### src/common/timer_irq_pkg.sv
// Package for the timer interrupt enable and level register bank.
// Assumes an APB slave with 32-bit data and word-aligned registers.
package timer_irq_pkg;

	// ==========================================================
	// Sizes
	localparam int NUM_SRC = 10;
	localparam int NUM_LEVEL_REGS = 5;
	localparam int PRIO_W = 3;
	localparam int NIBBLE_W = 4;
	localparam int FLAG_BIT = 3;
	localparam int IDX_W = 10;

	// ==========================================================
	// Register indices; the byte address is four times the index
	localparam logic [IDX_W-1:0] IDX_TIMER_B1_COMPARE_IRQ_LEVEL = 10'h09a;
	localparam logic [IDX_W-1:0] IDX_TIMER_B2_COMPARE_IRQ_LEVEL = 10'h09b;
	localparam logic [IDX_W-1:0] IDX_TIMER_B3_COMPARE_IRQ_LEVEL = 10'h09c;
	localparam logic [IDX_W-1:0] IDX_TIMER_B4_COMPARE_IRQ_LEVEL = 10'h09d;
	localparam logic [IDX_W-1:0] IDX_TIMER_B0_B1_OVERFLOW_IRQ_LEVEL = 10'h09e;
	localparam logic [IDX_W-1:0] IDX_EVENT_STATUS = 10'h0c0;
	localparam logic [IDX_W-1:0] IDX_EVENT_MASK = 10'h0c1;

	// ==========================================================
	// Reset values
	localparam logic [7:0] LEVEL_REG_RESET = 8'h00;
	localparam logic [PRIO_W-1:0] PRIO_RESET = 3'h0;
	localparam logic [NUM_SRC-1:0] STATUS_RESET = 10'h000;
	localparam logic [NUM_SRC-1:0] MASK_RESET = 10'h000;

	// ==========================================================
	// Priority codes
	localparam logic [PRIO_W-1:0] PRIO_OFF_LOW = 3'h0;
	localparam logic [PRIO_W-1:0] PRIO_OFF_HIGH = 3'h7;

	// ==========================================================
	// Source numbering
	localparam int SRC_B1_CMP0 = 0;
	localparam int SRC_B1_CMP1 = 1;
	localparam int SRC_B2_CMP0 = 2;
	localparam int SRC_B2_CMP1 = 3;
	localparam int SRC_B3_CMP0 = 4;
	localparam int SRC_B3_CMP1 = 5;
	localparam int SRC_B4_CMP0 = 6;
	localparam int SRC_B4_CMP1 = 7;
	localparam int SRC_B0_OVF = 8;
	localparam int SRC_B1_OVF = 9;

	// ==========================================================
	// Request as presented to priority resolution
	typedef struct packed {
		logic pending;
		logic [PRIO_W-1:0] level;
	} irq_req_t;

endpackage

### src/rtl/timer_irq_level_regs.sv
// Interrupt enable and priority level register bank for timer sources.
// Assumes an APB master on sys_clk_in and single-cycle event pulses.
`timescale 1ns/1ps
module timer_irq_level_regs #(
	parameter int ADDR_W = 12
)
(
	input wire logic sys_clk_in,
	input wire logic resetn_in,
	input wire logic psel_in,
	input wire logic penable_in,
	input wire logic pwrite_in,
	input wire logic [ADDR_W-1:0] paddr_in,
	input wire logic [31:0] pwdata_in,
	input wire logic [3:0] pstrb_in,
	output logic [31:0] prdata_out,
	output logic pready_out,
	output logic pslverr_out,
	input wire logic [timer_irq_pkg::NUM_SRC-1:0] timer_event_in,
	input wire logic [timer_irq_pkg::NUM_SRC-1:0] accept_in,
	output timer_irq_pkg::irq_req_t [timer_irq_pkg::NUM_SRC-1:0] irq_present_out,
	output logic irq_out
);

	localparam int NS = timer_irq_pkg::NUM_SRC;
	localparam int NR = timer_irq_pkg::NUM_LEVEL_REGS;
	localparam int PW = timer_irq_pkg::PRIO_W;
	localparam int NW = timer_irq_pkg::NIBBLE_W;

	// ==========================================================
	// Bus phases and decode
	logic setup_phase;
	logic access_phase;
	logic wr_access;
	logic [timer_irq_pkg::IDX_W-1:0] reg_idx;
	logic [NR-1:0] hit_level;
	logic hit_status;
	logic hit_mask;
	logic hit_any;
	logic [NS-1:0] byte_mask;

	assign setup_phase = psel_in && !penable_in;
	assign access_phase = psel_in && penable_in;
	assign wr_access = access_phase && pwrite_in && !pslverr_out;
	assign reg_idx = timer_irq_pkg::IDX_W'(paddr_in[ADDR_W-1:2]);
	assign byte_mask = {{(NS-8){pstrb_in[1]}}, {8{pstrb_in[0]}}};

	// Misaligned addresses are treated as their word
	always_comb
	begin
		hit_level = '0;
		hit_status = 1'b0;
		hit_mask = 1'b0;
		if (reg_idx == timer_irq_pkg::IDX_TIMER_B1_COMPARE_IRQ_LEVEL)
			hit_level[0] = 1'b1;
		else if (reg_idx == timer_irq_pkg::IDX_TIMER_B2_COMPARE_IRQ_LEVEL)
			hit_level[1] = 1'b1;
		else if (reg_idx == timer_irq_pkg::IDX_TIMER_B3_COMPARE_IRQ_LEVEL)
			hit_level[2] = 1'b1;
		else if (reg_idx == timer_irq_pkg::IDX_TIMER_B4_COMPARE_IRQ_LEVEL)
			hit_level[3] = 1'b1;
		else if (reg_idx == timer_irq_pkg::IDX_TIMER_B0_B1_OVERFLOW_IRQ_LEVEL)
			hit_level[4] = 1'b1;
		else if (reg_idx == timer_irq_pkg::IDX_EVENT_STATUS)
			hit_status = 1'b1;
		else if (reg_idx == timer_irq_pkg::IDX_EVENT_MASK)
			hit_mask = 1'b1;
	end

	assign hit_any = (|hit_level) || hit_status || hit_mask;

	// ==========================================================
	// Source slots
	logic [NS-1:0] flag;
	logic [PW-1:0] prio [NS];
	logic [7:0] level_byte [NR];

	genvar gi;
	generate
		for (gi = 0; gi < NS; gi++)
		begin : g_src
			logic prio_we;
			// Only byte lane 0 carries a level register
			assign prio_we = wr_access && hit_level[gi/2] && pstrb_in[0];
			irq_source_slot u_slot
			(
				.sys_clk_in(sys_clk_in),
				.resetn_in(resetn_in),
				.event_in(timer_event_in[gi]),
				.accept_in(accept_in[gi]),
				.prio_we_in(prio_we),
				.prio_wdata_in(pwdata_in[(gi%2)*NW +: PW]),
				.flag_out(flag[gi]),
				.prio_out(prio[gi]),
				.req_out(irq_present_out[gi])
			);
		end
		for (gi = 0; gi < NR; gi++)
		begin : g_byte
			assign level_byte[gi] = {flag[2*gi+1], prio[2*gi+1], flag[2*gi], prio[2*gi]};
		end
	endgenerate

	// ==========================================================
	// Event status and interrupt line
	logic [NS-1:0] status;
	logic [NS-1:0] mask;

	irq_event_status #(
		.N(NS)
	) u_status
	(
		.sys_clk_in(sys_clk_in),
		.resetn_in(resetn_in),
		.event_in(timer_event_in),
		.status_we_in(wr_access && hit_status),
		.mask_we_in(wr_access && hit_mask),
		.wdata_in(pwdata_in[NS-1:0]),
		.wmask_in(byte_mask),
		.status_out(status),
		.mask_out(mask),
		.irq_out(irq_out)
	);

	// ==========================================================
	// Read data and error, captured in the setup cycle
	// Capturing early keeps prdata registered with no wait state
	logic [31:0] rdata_next;
	logic [31:0] prdata_reg;
	logic slverr_reg;

	always_comb
	begin
		rdata_next = '0;
		for (int r = 0; r < NR; r++)
		begin
			if (hit_level[r])
				rdata_next = {24'h00_0000, level_byte[r]};
		end
		if (hit_status)
			rdata_next = 32'(status);
		else if (hit_mask)
			rdata_next = 32'(mask);
	end

	always_ff @(posedge sys_clk_in or negedge resetn_in)
	begin
		if (!resetn_in)
			prdata_reg <= '0;
		else if (setup_phase && !pwrite_in)
			prdata_reg <= rdata_next;
	end

	always_ff @(posedge sys_clk_in or negedge resetn_in)
	begin
		if (!resetn_in)
			slverr_reg <= 1'b0;
		else if (setup_phase)
			slverr_reg <= !hit_any;
	end

	assign prdata_out = prdata_reg;
	assign pready_out = access_phase;
	assign pslverr_out = access_phase && slverr_reg;

endmodule

### src/rtl/irq_source_slot.sv
// One interrupt source: request flag and priority field.
// Assumes event and accept are one-cycle pulses on sys_clk_in.
`timescale 1ns/1ps
module irq_source_slot
(
	input wire logic sys_clk_in,
	input wire logic resetn_in,
	input wire logic event_in,
	input wire logic accept_in,
	input wire logic prio_we_in,
	input wire logic [timer_irq_pkg::PRIO_W-1:0] prio_wdata_in,
	output logic flag_out,
	output logic [timer_irq_pkg::PRIO_W-1:0] prio_out,
	output timer_irq_pkg::irq_req_t req_out
);

	logic flag_reg;
	logic [timer_irq_pkg::PRIO_W-1:0] prio_reg;
	logic enabled;

	// ==========================================================
	// Request flag
	// Set wins so an event in the accept cycle is not lost
	always_ff @(posedge sys_clk_in or negedge resetn_in)
	begin
		if (!resetn_in)
			flag_reg <= 1'b0;
		else if (event_in)
			flag_reg <= 1'b1;
		else if (accept_in)
			flag_reg <= 1'b0;
	end

	// ==========================================================
	// Priority field
	always_ff @(posedge sys_clk_in or negedge resetn_in)
	begin
		if (!resetn_in)
			prio_reg <= timer_irq_pkg::PRIO_RESET;
		else if (prio_we_in)
			prio_reg <= prio_wdata_in;
	end

	// ==========================================================
	// Presentation
	assign enabled = (prio_reg != timer_irq_pkg::PRIO_OFF_LOW)
		&& (prio_reg != timer_irq_pkg::PRIO_OFF_HIGH);
	assign req_out.pending = flag_reg && enabled;
	assign req_out.level = enabled ? prio_reg : timer_irq_pkg::PRIO_OFF_LOW;
	assign flag_out = flag_reg;
	assign prio_out = prio_reg;

endmodule

### src/rtl/irq_event_status.sv
// Sticky event status with write-one-to-clear, mask and one interrupt line.
// Assumes write strobes last one cycle.
`timescale 1ns/1ps
module irq_event_status #(
	parameter int N = 10
)
(
	input wire logic sys_clk_in,
	input wire logic resetn_in,
	input wire logic [N-1:0] event_in,
	input wire logic status_we_in,
	input wire logic mask_we_in,
	input wire logic [N-1:0] wdata_in,
	input wire logic [N-1:0] wmask_in,
	output logic [N-1:0] status_out,
	output logic [N-1:0] mask_out,
	output logic irq_out
);

	logic [N-1:0] status_reg;
	logic [N-1:0] mask_reg;

	// ==========================================================
	// Status, set beats clear
	always_ff @(posedge sys_clk_in or negedge resetn_in)
	begin
		if (!resetn_in)
			status_reg <= N'(timer_irq_pkg::STATUS_RESET);
		else if (status_we_in)
			status_reg <= (status_reg & ~(wdata_in & wmask_in)) | event_in;
		else
			status_reg <= status_reg | event_in;
	end

	// ==========================================================
	// Mask
	always_ff @(posedge sys_clk_in or negedge resetn_in)
	begin
		if (!resetn_in)
			mask_reg <= N'(timer_irq_pkg::MASK_RESET);
		else if (mask_we_in)
			mask_reg <= (mask_reg & ~wmask_in) | (wdata_in & wmask_in);
	end

	assign status_out = status_reg;
	assign mask_out = mask_reg;
	assign irq_out = |(status_reg & mask_reg);

endmodule

### config.mk
export PLATFORM = sky130hd
export DESIGN_NAME = timer_irq_level_regs
export DESIGN_NICKNAME = d
export VERILOG_FILES = /design/src/common/timer_irq_pkg.sv /design/src/rtl/timer_irq_level_regs.sv /design/src/rtl/irq_source_slot.sv /design/src/rtl/irq_event_status.sv
export SDC_FILE = /design/constraint.sdc
export NUM_CORES = 1
export LEC_CHECK = 0
export ABC_AREA = 1
export BUFFER_PORTS_ARGS = -buffer_cell sky130_fd_sc_hd__buf_4
export CAP_MARGIN = 30
export CORE_ASPECT_RATIO = 1.1
export CORE_MARGIN = 10
export CORE_UTILIZATION = 40
export CTS_BUF_LIST = sky130_fd_sc_hd__clkbuf_2 sky130_fd_sc_hd__clkbuf_4 sky130_fd_sc_hd__clkbuf_8
export DETAILED_ROUTE_END_ITERATION = 10
export PLACE_DENSITY_LB_ADDON = 0.25
export SYNTH_ARGS = -nofsm -noshare
export SYNTH_HDL_FRONTEND = slang
export SYNTH_SLANG_ARGS = --single-unit
export TNS_END_PERCENT = 5
### constraint.sdc
create_clock -name sys_clk_in -period 1.7 [get_ports sys_clk_in]
set_input_delay 0.085 -clock sys_clk_in [delete_from_list [all_inputs] [get_ports sys_clk_in]]
set_output_delay 0.085 -clock sys_clk_in [all_outputs]
set_load 0.02 [all_outputs]
# Word level (Yosys, flattened, before mapping)
# Cells that the tools add are included.
# word_totals
reg_bits,93
in_bits,73
# op_classes
muxes,60
n_reduce_logical,66
n_bitwise,9
eq_ne,17
# ops
operator,count
$mux 32,6
$eq 10x8->1 const B,7
$and 10x10->10,4
$mux 1,39
$logic_and 1x1->1,38
$mux 3,11
$ne 3x3->1 const B,10
$or 10x10->10,3
$reduce_bool 3->1,10
$not 10->10,2
$reduce_bool 2->1,10
$mux 10,1
$reduce_or 10->1,1
$mux 8,1
$reduce_or 5->1,1
$logic_not 1->1,4
$mux 4,1
$logic_or 1x1->1,2
$mux 2,1

# Depth between registers and ports, before layout
# Gate-level depths: netlist of the first run.
# depth
word_depth,12
mapped_depth,10
mapped_depth_nobuf,10

# Hierarchy
# From an unflattened synthesis of the first run, not the netlist that was laid out.
# hier_totals
hier_cells,577
area_unflattened_um2,4125.2
# modules_own_cells
module,cells_each,seq_area_each_um2,n_inst,area_per_inst_um2
irq_source_slot,23,100.1,10,183.9
timer_irq_level_regs,245,275.3,1,1398.8
irq_event_status,102,500.5,1,887.1

# Worst setup path before layout of the first run
# Ideal clock, no wire load.
# synth_timing
path_type,register to output
startpoint,reg g_src[8].u_slot.prio_reg (netlist bit g_src[8].u_slot.prio_out[0])
endpoint,out irq_present_out[32] (netlist bit)
arrival_time_ns,1.441
path_slack_ns,0.174
path_stages_with_launch,4
required_ns,1.615
n_path_buf,0
cell_sequence,dfrtp_1 a21boi_0 nor2_1 nor2_1
# synth_rtl
item,line_no,rtl
start: declaration,irq_source_slot.sv:18,logic [timer_irq_pkg::PRIO_W-1:0] prio_reg;
start signal: assignment,irq_source_slot.sv:39,prio_reg <= timer_irq_pkg::PRIO_RESET;
start signal: assignment,irq_source_slot.sv:41,prio_reg <= prio_wdata_in;
end: declaration,timer_irq_level_regs.sv:21,"output timer_irq_pkg::irq_req_t [timer_irq_pkg::NUM_SRC-1:0] irq_present_out,"

# Worst setup path in the final report of the first run
# layout_timing
startpoint,reg u_status.status_reg[8] (netlist: u_status.status_out[8])
endpoint,out irq_out
# layout_via
elab_chain_len,2
# layout_lines
item,line_no,rtl
start: declaration,irq_event_status.sv:20,logic [N-1:0] status_reg;
start signal: assignment,irq_event_status.sv:28,status_reg <= N'(timer_irq_pkg::STATUS_RESET);
start signal: assignment,irq_event_status.sv:30,status_reg <= (status_reg & ~(wdata_in & wmask_in)) | event_in;
start signal: assignment,irq_event_status.sv:32,status_reg <= status_reg | event_in;
$and 10x10->10,irq_event_status.sv:47,assign irq_out = |(status_reg & mask_reg);
$reduce_or 10->1,irq_event_status.sv:47,
end: declaration,timer_irq_level_regs.sv:22,output logic irq_out
# No other way between the ends.

==> results.py, run 1 <==
metrics = {
    "status": {
        "status": "finished, final reports clean",
    },
    "cts": {
        "cts_tree": "done",
        "clockRootBuffer": "clkbuf_8",
        "clock_path_buffers": 2,
        "h-tree-depth": 3,
        "path_clk_slew_ns": 0.07,
        "clock-sinks": 71,
        "worstSkewPairLatency_ns": 0.35,
        "cts_made_buffers": 9,
    },
    "drt": {
        "dr.pass1.iters": 5,
        "drtIter0Drc": 210,
        "ant_nets": 0,
        "viasPerCell": 5.02,
        "dr_total_vias": 4075,
        "drc": 0,
        "routed_wl_um": 12800,
        "routedWlPerCell_um": 15.8,
    },
    "placed_design": {
        "post-place-ws_ns": 0.183,
        "post-place-cells": 763,
        "numPortBuffers": 99,
        "gp_congestion": 0.891,
        "dp_hpwl_um": 9910,
    },
    "logic_synthesis": {
        "synthCells": 540,
        "synth-async-reset-ratio_pct": 100,
        "syn-cell-area_um2": 4020,
        "avgSynthCellArea_um2": 7.45,
        "synth_top_area_share_pct": 44.2,
        "synth.ff_latch_count": 71,
        "synthDistinctLibCells": 31,
        "yosysSeqAreaShare_pct": 44.2,
        "synth_largest_area_cell": "dfrtp_1",
        "synth_edf_count": 0,
        "ys.flop_type": "dfrtp_1",
        "ys.warnings.count": 0,
        "synth_area_leaders": "dfrtp_1 (44%), nand2_1 (10%), inv_1 (7.6%)",
    },
    "final_layout": {
        "drive_above_1_share_pct": 22.1,
        "area_growth_pct": 35.6,
        "finalNonFillerCells": 812,
        "nets": 761,
        "fillers": 930,
        "diodes": 0,
    },
    "setup_path": {
        "cp-start-kind": "flop",
        "worstSetupPathType": "reg -> out",
        "crit_fanout": 3,
        "cp-end-kind": "primary output",
        "crit_arrival_ns": 1.53,
        "cp.required_ns": 1.62,
    },
    "die": {
        "dieArea_um2": 14500,
        "coreArea_um2": 9840,
        "start_util_pct": 40.9,
        "die_x_um": 116,
        "row_count": 38,
        "ioPinCount": 148,
        "die_h_um": 125,
    },
    "power": {
        "leakagePower_nw": 2.68,
        "ir_drop_mv": 0.443,
        "pwr_density_cell_nw_per_um2": 622,
    },
    "grt": {
        "grtUsageTotal_pct": 17.8,
        "overflow": 0,
        "grt_max_degree": 39,
        "antenna_found_initial": 0,
        "grt_pass1_wl_um": 20400,
        "first_global_vias": 4054,
    },
    "sta": {
        "tns_ns": 0,
        "rsz0062_at_grt": "no",
        "clock_skew_ns": 0.00858,
        "worstMarginPinSlew_ns": 0.524,
        "fmax_mhz": 620,
        "setup_viol": 0,
        "post-route-period-util_pct": 94.9,
        "layout_setup_ws_ns": 0.0866,
        "maxSlewViolCount": 0,
        "post-route-min-period_ns": 1.61,
        "hold_viol": 0,
        "slew_headroom_pct": 65.1,
    },
    "worst_hold_path": {
        "hold_path_class": "in -> reg",
    },
    "flow_run": {
        "cap_violations": 0,
    },
}
-- metrics by stage --
| stage | hold WS, ns | utilization (%) | power (mW) | area [µm²] |
|---|---|---|---|---|
| after floorplan | -0.211 | - | 1.98 | 4100 |
| after global placement | 0.0884 | 50.0 | 2.15 | 4920 |
| after detailed placement | 0.0952 | 50.0 | 2.15 | 4920 |
| after CTS | 0.0122 | 55.3 | 3.41 | 5440 |
| after global routing | 0.00970 | 55.4 | 3.54 | 5450 |
| final | 0.0226 | 55.4 | 3.39 | 5450 |
-- metal layers --
metal | share of wire, % | global-route usage, % | vias to the layer above
li1 | - | - | 1993
met1 | 41 | 20.8 | 1923
met2 | 49 | 30.0 | 144
met3 | 8.9 | 5.69 | 15
met4 | 1.6 | 5.60 | 0
met5 | 0 | 0 | -
-- power by group --
| group | leakage [nW] | switching, mW | total, mW | internal [mW] |
|---|---|---|---|---|
| clock | 0.0884 | 0.635 | 1.20 | 0.570 |
| combinational | 1.72 | 0.265 | 0.453 | 0.188 |
| sequential | 0.869 | 0.0176 | 1.73 | 1.72 |
-- worst max-delay path: stages, from the launching register on --
cell	delay, ns
dfrtp_1	0.41
a22o_1	0.27
a221oi_2	0.18
nand4_1	0.14
buf_4	0.18
-- synthesized netlist by cell type (5+ instances only) --
| cell | n |
|---|---|
| buf_2 | 7 |
| buf_4 | 23 |
| nor2_4 | 5 |
| nand3_1 | 39 |
| a21oi_1 | 8 |
| o21ai_1 | 27 |
| nor2_1 | 72 |
| nand4_1 | 26 |
| o21ai_0 | 40 |
| nand2_1 | 108 |
| inv_1 | 81 |
| dfrtp_1 | 71 |
-- repair_timing --
action,4_1_cts,5_1_grt
endpoints found under the setup margin,1,5
endpoints found under the hold margin,64,0
hold buffers,34,0
pin swaps,1,0
gates cloned,0,0
gates resized for setup,2,2
buffers inserted,0,0
-- layout make-up --
cell class	instances	area, µm²	share of cell area, %
Sequential cell	71	1780	32.6
Multi-Input combinational cell	372	1810	33.1
Timing Repair Buffer	150	1240	22.7
Tap cell	120	150	2.75
Inverter	84	315	5.78
Clock inverter	4	22.5	0.413
Clock buffer	11	145	2.66
-- final timing paths --
check | from | endpoint | slack (ns) | cells past startpoint
min reg2reg | prdata_out[3] | prdata_out[3] | 0.48 | 2
min in group asynchronous | resetn_in | prdata_out[9] | 0.25 | 2
max reg2reg | slverr_reg | g_src[5].u_slot.prio_out[2] | 0.16 | 8
max in group asynchronous | resetn_in | g_src[9].u_slot.prio_out[1] | 0.90 | 3
max | u_status.status_out[8] | irq_out | 0.09 | 4
min | pwdata_in[3] | flop | 0.02 | 3
-- cells in the final DEF, fill, tap and decap left out, types with 26 or more instances in the layout --
cell | Yosys | final
dfrtp_1 | 71 | 71
o21ai_0 | 40 | 40
nor2_1 | 72 | 72
o21ai_1 | 27 | 27
nand4_1 | 26 | 26
buf_4 | 23 | 114
nand3_1 | 39 | 39
dlygate4sd3_1 | 0 | 34
inv_1 | 81 | 81
nand2_1 | 108 | 108
-- kinds of logic (layout without fill, tap and decap cells) --
logic type,Yosys count,count (layout),share of synthesized area [%]
AOI/OAI and AO/OA,83,83,10.9
other,1,22,0.0933
DFF,71,71,44.2
buffers and inverters,118,249,13.4
and+or+nand+nor,265,265,31.0
muxes,2,2,0.498
(Power assumes the default switching activity.)
==> run 2: changes to the inputs <==
--- a/config.mk
+++ b/config.mk
@@ -5,7 +5,6 @@
 export SDC_FILE = /design/constraint.sdc
 export NUM_CORES = 1
 export LEC_CHECK = 0
-export ABC_AREA = 1
 export BUFFER_PORTS_ARGS = -buffer_cell sky130_fd_sc_hd__buf_4
 export CAP_MARGIN = 30
 export CORE_ASPECT_RATIO = 1.1
==> results.py, run 2 <==
metrics = {
    "die": {
        "die_h_um": 126,
        "die_x_um": 117,
        "dieArea_um2": 14700,
        "row_count": 38,
        "coreArea_um2": 9940,
        "start_util_pct": 41.3,
        "ioPinCount": 148,
    },
    "sta": {
        "hold_viol": 0,
        "clock_skew_ns": 0.0110,
        "layout_setup_ws_ns": 0.00735,
        "fmax_mhz": 591,
        "post-route-min-period_ns": 1.69,
        "maxSlewViolCount": 0,
        "rsz0062_at_grt": "yes",
        "setup_viol": 0,
        "post-route-period-util_pct": 99.6,
    },
    "cts": {
        "clock-sinks": 71,
        "cts_tree": "done",
        "cts_made_buffers": 9,
        "clock_path_buffers": 2,
        "h-tree-depth": 3,
        "clockRootBuffer": "clkbuf_8",
        "postCtsSetupBuffers": 0,
        "worstSkewPairLatency_ns": 0.35,
        "path_clk_slew_ns": 0.08,
    },
    "logic_synthesis": {
        "synth_area_leaders": "dfrtp_1 (43%), mux2_2 (7.7%), a21boi_0 (4.9%)",
        "synth_fa_ha_area_share_pct": 0,
        "yosysSeqAreaShare_pct": 43.3,
        "ys.warnings.count": 0,
        "yosys.area_share.simple_pct": 13.7,
        "avgSynthCellArea_um2": 10.7,
        "synth_edf_count": 0,
        "synth_top_area_share_pct": 43.3,
        "ys.flop_type": "dfrtp_1",
        "synth_xor_area_share_pct": 0,
        "synthDistinctLibCells": 53,
        "synth_mux_area_share_pct": 15.5,
        "synth-async-reset-ratio_pct": 100,
        "synth_largest_area_cell": "dfrtp_1",
        "synthCells": 383,
        "yosysMostFrequentCell": "dfrtp_1",
        "syn-cell-area_um2": 4110,
        "synth.ff_latch_count": 71,
        "synth_top_family_by_area": "compound AO/OA/AOI/OAI gates",
        "synth_common_cells": "dfrtp_1 (71), nor2_1 (32), mux2_2 (28), a21boi_0 (27), buf_4 (23)",
        "synth-compound-area-share_pct": 19.3,
    },
    "setup_path": {
        "critPathSlowestCell": "dfrtp_1",
        "cpLargestDelayFamily": "compound AO/OA/AOI/OAI gates",
        "cp.required_ns": 1.62,
        "crit_buf_inv": 1,
        "crit_fanout": 3,
        "path_cells": "a22o_1, a221oi_2, nand4_1, buf_4",
        "cp-start-kind": "flop",
        "cp-end-kind": "primary output",
        "max_stage_delay_ns": 0.40,
        "worstSetupPathType": "reg -> out",
        "crit_arrival_ns": 1.61,
    },
    "placed_design": {
        "post-place-ws_ns": -0.229,
        "dp_hpwl_um": 9450,
        "post-place-cells": 617,
        "numPortBuffers": 99,
        "gp_congestion": 0.900,
    },
    "drt": {
        "drtIter0Drc": 157,
        "routedWlPerCell_um": 18.5,
        "ant_nets": 0,
        "drc": 0,
        "viasPerCell": 5.28,
        "routed_wl_um": 12000,
        "dr.pass1.iters": 4,
        "dr_total_vias": 3443,
    },
    "grt": {
        "grt_max_degree": 47,
        "overflow": 0,
        "antenna_found_initial": 0,
        "first_global_vias": 3547,
        "grt_pass1_wl_um": 18800,
        "grtUsageTotal_pct": 16.2,
    },
    "final_layout": {
        "drive_above_1_share_pct": 37.6,
        "mostFrequentLayoutCells": "buf_4 (129), dfrtp_1 (71), nor2_1 (32)",
        "final_common_cell": "buf_4",
        "finalNonFillerCells": 652,
        "fillers": 909,
        "area_growth_pct": 32.8,
        "post-route-util_pct": 54.9,
        "diodes": 0,
        "nets": 600,
    },
    "power": {
        "pwr_density_cell_nw_per_um2": 632,
        "ir_drop_mv": 0.467,
        "leakagePower_nw": 2.66,
    },
    "worst_hold_path": {
        "hold_path_class": "in -> reg",
    },
    "status": {
        "status": "finished, final reports clean",
    },
    "flow_run": {
        "cap_violations": 0,
    },
}
[run 2: stage by stage]
stage | hold slack [ns] | total power [mW] | instance area [µm²] | setup TNS (ns)
after global placement | 0.0247 | 2.20 | 5070 | -7.98
after CTS | 0.00170 | 3.47 | 5450 | 0
final | 0.00542 | 3.45 | 5460 | 0
after floorplan | -0.211 | 2.00 | 4190 | -0.105
after detailed placement | 0.0334 | 2.21 | 5070 | -7.76
after global routing | 0.0191 | 3.58 | 5460 | -0.0593
[run 2: kinds of logic (layout without fill, tap and decap cells)]
family / count (synthesis) / in the layout
flip-flops: 71 / 71
buffers and inverters: 54 / 182
AND/OR/NAND/NOR: 91 / 91
AO/OA/AOI/OAI: 112 / 112
multiplexers: 54 / 54
other: 1 / 22
[run 2: worst paths after layout]
path	startpoint	to	slack, ns	cells past startpoint
min	accept_in[6]	g_src[6].u_slot.flag_out	0.005	3
min reg2reg	prdata_out[8]	prdata_out[8]	0.49	2
min in group asynchronous	resetn_in	g_src[1].u_slot.flag_out	0.21	2
max in group asynchronous	resetn_in	g_src[8].u_slot.prio_out[0]	0.93	3
max	flop	irq_out	0.007	4
max reg2reg	slverr_reg	flop	0.05	5
[run 2: routing by layer]
layer	routed length, µm	global-route usage [%]	part of all wire (%)
met1	4970	19.5	41
met2	6140	27.7	51
met3	778	3.75	6.5
met4	155	5.09	1.3
met5	0	0	0
[run 2: final cells by class]
cell class | count | area [µm²] | area share, %
Sequential cell | 71 | 1780 | 32.6
Tap cell | 120 | 150 | 2.75
Multi-Input combinational cell | 279 | 2090 | 38.3
Inverter | 16 | 60.1 | 1.10
Clock inverter | 5 | 33.8 | 0.619
Timing Repair Buffer | 150 | 1200 | 22.0
Clock buffer | 11 | 145 | 2.66
[run 2: power breakdown]
group / switching (mW) / internal, mW / leakage (nW)
Sequential: 0.0278 / 1.72 / 0.884
Clock: 0.654 / 0.583 / 0.0887
Combinational: 0.259 / 0.202 / 1.68
Total: 0.941 / 2.50 / 2.66
[run 2: what timing repair did]
| item | 4_1_cts | 5_1_grt |
|---|---|---|
| endpoints found under the hold margin | 49 | 0 |
| hold buffers | 19 | 0 |
| gates resized for setup | 4 | 1 |
| pin swaps | 2 | 3 |
| endpoints found under the setup margin | 25 | 29 |
[run 2: worst register-to-register path, stage by stage, from the launching register on]
cell and delay [ns]:
dfrtp_1 0.38, and4b_1 0.29, and2_4 0.19, buf_4 0.14, and2_4 0.23, mux2_4 0.32
==> run 3: changes to the inputs <==
--- a/config.mk
+++ b/config.mk
@@ -13,6 +13,7 @@
 export CTS_BUF_LIST = sky130_fd_sc_hd__clkbuf_2 sky130_fd_sc_hd__clkbuf_4 sky130_fd_sc_hd__clkbuf_8
 export DETAILED_ROUTE_END_ITERATION = 10
 export PLACE_DENSITY_LB_ADDON = 0.25
+export SETUP_SLACK_MARGIN = 0.5
 export SYNTH_ARGS = -nofsm -noshare
 export SYNTH_HDL_FRONTEND = slang
 export SYNTH_SLANG_ARGS = --single-unit
==> results.py, run 3 (same netlist as run 2, synthesis figures left out) <==
metrics = {
    "status": {
        "status": "complete, but fails checks",
        "violations": "setup timing",
    },
    "die": {
        "ioPinCount": 148,
        "dieArea_um2": 14700,
        "coreArea_um2": 9940,
        "row_count": 38,
        "start_util_pct": 41.3,
        "die_x_um": 117,
        "die_h_um": 126,
    },
    "final_layout": {
        "final_common_cell": "buf_4",
        "finalNonFillerCells": 654,
        "post-route-util_pct": 63.7,
        "nets": 602,
        "drive_above_1_share_pct": 57.1,
        "diodes": 0,
        "area_growth_pct": 54.1,
        "design_area_um2": 6330,
        "fillers": 752,
        "mostFrequentLayoutCells": "buf_4 (72), buf_6 (57), dfrtp_1 (41)",
    },
    "power": {
        "leakagePower_nw": 2.81,
        "pwr_density_cell_nw_per_um2": 593,
        "total_power_mw": 3.75,
        "ir_drop_mv": 0.428,
    },
    "setup_path": {
        "cpLargestDelayFamily": "compound AO/OA/AOI/OAI gates",
        "crit_fanout": 3,
        "critPathSlowestCell": "dfrtp_1",
        "cp.required_ns": 1.62,
        "cp-start-kind": "flop",
        "crit_buf_inv": 1,
        "rrSetupSlack_ns": 0.02,
        "crit_arrival_ns": 1.63,
        "reg2reg_depth": 5,
        "rr_startpoint": "slverr_reg",
        "path_cells": "a22o_1, a221oi_2, nand4_1, buf_4",
        "max_stage_delay_ns": 0.40,
        "worstSetupPathType": "reg -> out",
        "cp-end-kind": "primary output",
    },
    "sta": {
        "layout_setup_ws_ns": -0.0184,
        "rsz0062_at_grt": "yes",
        "hold_viol": 0,
        "clock_skew_ns": 0.0140,
        "hold-worst-slack_ns": 0.00737,
        "fmax_mhz": 582,
        "post-route-min-period_ns": 1.72,
        "setup_viol": 1,
        "post-route-period-util_pct": 101,
        "maxSlewViolCount": 0,
    },
    "drt": {
        "drtIter0Drc": 178,
        "drc": 0,
        "routed_wl_um": 13300,
        "viasPerCell": 5.41,
        "routedWlPerCell_um": 20.3,
        "dr.pass1.iters": 4,
        "dr_total_vias": 3535,
        "ant_nets": 0,
    },
    "placed_design": {
        "placed_cell_area_um2": 4990,
        "numPortBuffers": 99,
        "dp_hpwl_um": 9540,
        "post-place-cells": 608,
        "gp_congestion": 0.916,
    },
    "worst_hold_path": {
        "hp-start": "accept_in[3]",
        "whs_path_depth": 3,
        "hold_end": "g_src[3].u_slot.flag_out",
        "hold_path_class": "in -> reg",
    },
    "cts": {
        "cts_tree": "done",
        "clock_path_buffers": 2,
        "h-tree-depth": 3,
        "clockRootBuffer": "clkbuf_8",
        "clock-sinks": 71,
        "worstSkewPairLatency_ns": 0.36,
        "path_clk_slew_ns": 0.08,
        "cts_made_buffers": 9,
    },
    "grt": {
        "first_global_vias": 3689,
        "grt_pass1_wl_um": 20600,
        "grtUsageTotal_pct": 17.6,
        "grt_max_degree": 48,
        "antenna_found_initial": 0,
        "overflow": 0,
    },
    "flow_run": {
        "cap_violations": 0,
    },
}
==> run 3: cell types whose count changed in the layout (fill, tap and decap cells not counted), moves of 7 or more <==
cell      change
mux2_2       -25
buf_4        -57
a21boi_0     -27
o21ai_0       -7
dfrtp_2      +30
a21boi_4     +14
mux2_4       +25
nand3_1      -10
dfrtp_1      -30
a21boi_2     +13
buf_6        +57
nand3_2       +9
==> run 3: worst max path at each step <==
| stage | startpoint | to | slack [ns] | cells after the start |
|---|---|---|---|---|
| 5_1_grt | flop | irq_out | -0.08 | 4 |
| 3_3_place_gp | paddr_in[7] | g_src[0].u_slot.prio_out[0] | -0.16 | 5 |
| 6_report | flop | irq_out | -0.02 | 4 |
| 3_5_place_dp | paddr_in[7] | g_src[1].u_slot.prio_out[2] | -0.19 | 5 |
| 4_1_cts | flop | irq_out | -0.0009 | 4 |
| 2_1_floorplan | paddr_in[7] | flop | 0.0003 | 6 |
==> run 3: worst register-to-register path, delay by kind of cell, from the launching register on <==
kind,cells,cell delay (ns)
flip-flops,1,0.38
buffers and inverters,1,0.13
multiplexers,1,0.32
AND/OR/NAND/NOR,3,0.73
==> run 3: report_power, final <==
part / switching (mW) / internal [mW] / total (mW)
combinational: 0.286 / 0.215 / 0.502
sequential: 0.0264 / 1.72 / 1.75
clock: 0.679 / 0.828 / 1.51
total: 0.992 / 2.76 / 3.75
==> run 3: stage by stage <==
| step | setup slack (ns) | TNS, ns |
|---|---|---|
| global placement | -0.162 | -4.52 |
| detailed placement | -0.186 | -5.39 |
| CTS | -0.000873 | -0.000873 |
| finish | -0.0184 | -0.0184 |
| global route | -0.0825 | -0.204 |
| floorplan | 0.000285 | 0 |
==> run 3: timing repair <==
item | CTS | global route
pin swaps | 85 | 68
buffers inserted | 2 | 8
setup endpoints to repair | 102 | 102
gates resized for setup | 203 | 50
hold endpoints to repair | 48 | 0
hold buffers | 20 | 0
==> run 3: metal layers <==
layer | global-route usage, % | up-vias | wire [µm]
met2 | 29.1 | 134 | 6740
met5 | 0 | - | 0
li1 | - | 1645 | -
met1 | 22.2 | 1743 | 5330
met4 | 6.04 | 0 | 206
met3 | 3.51 | 13 | 971
==> run 3: layout make-up <==
cell class | count | area (µm²) | area share, %
Sequential cell | 71 | 1810 | 28.7
Timing Repair Buffer | 152 | 1430 | 22.6
Inverter | 16 | 62.6 | 0.989
Tap cell | 120 | 150 | 2.37
Multi-Input combinational cell | 279 | 2650 | 41.8
Clock inverter | 7 | 97.6 | 1.54
Clock buffer | 9 | 124 | 1.96
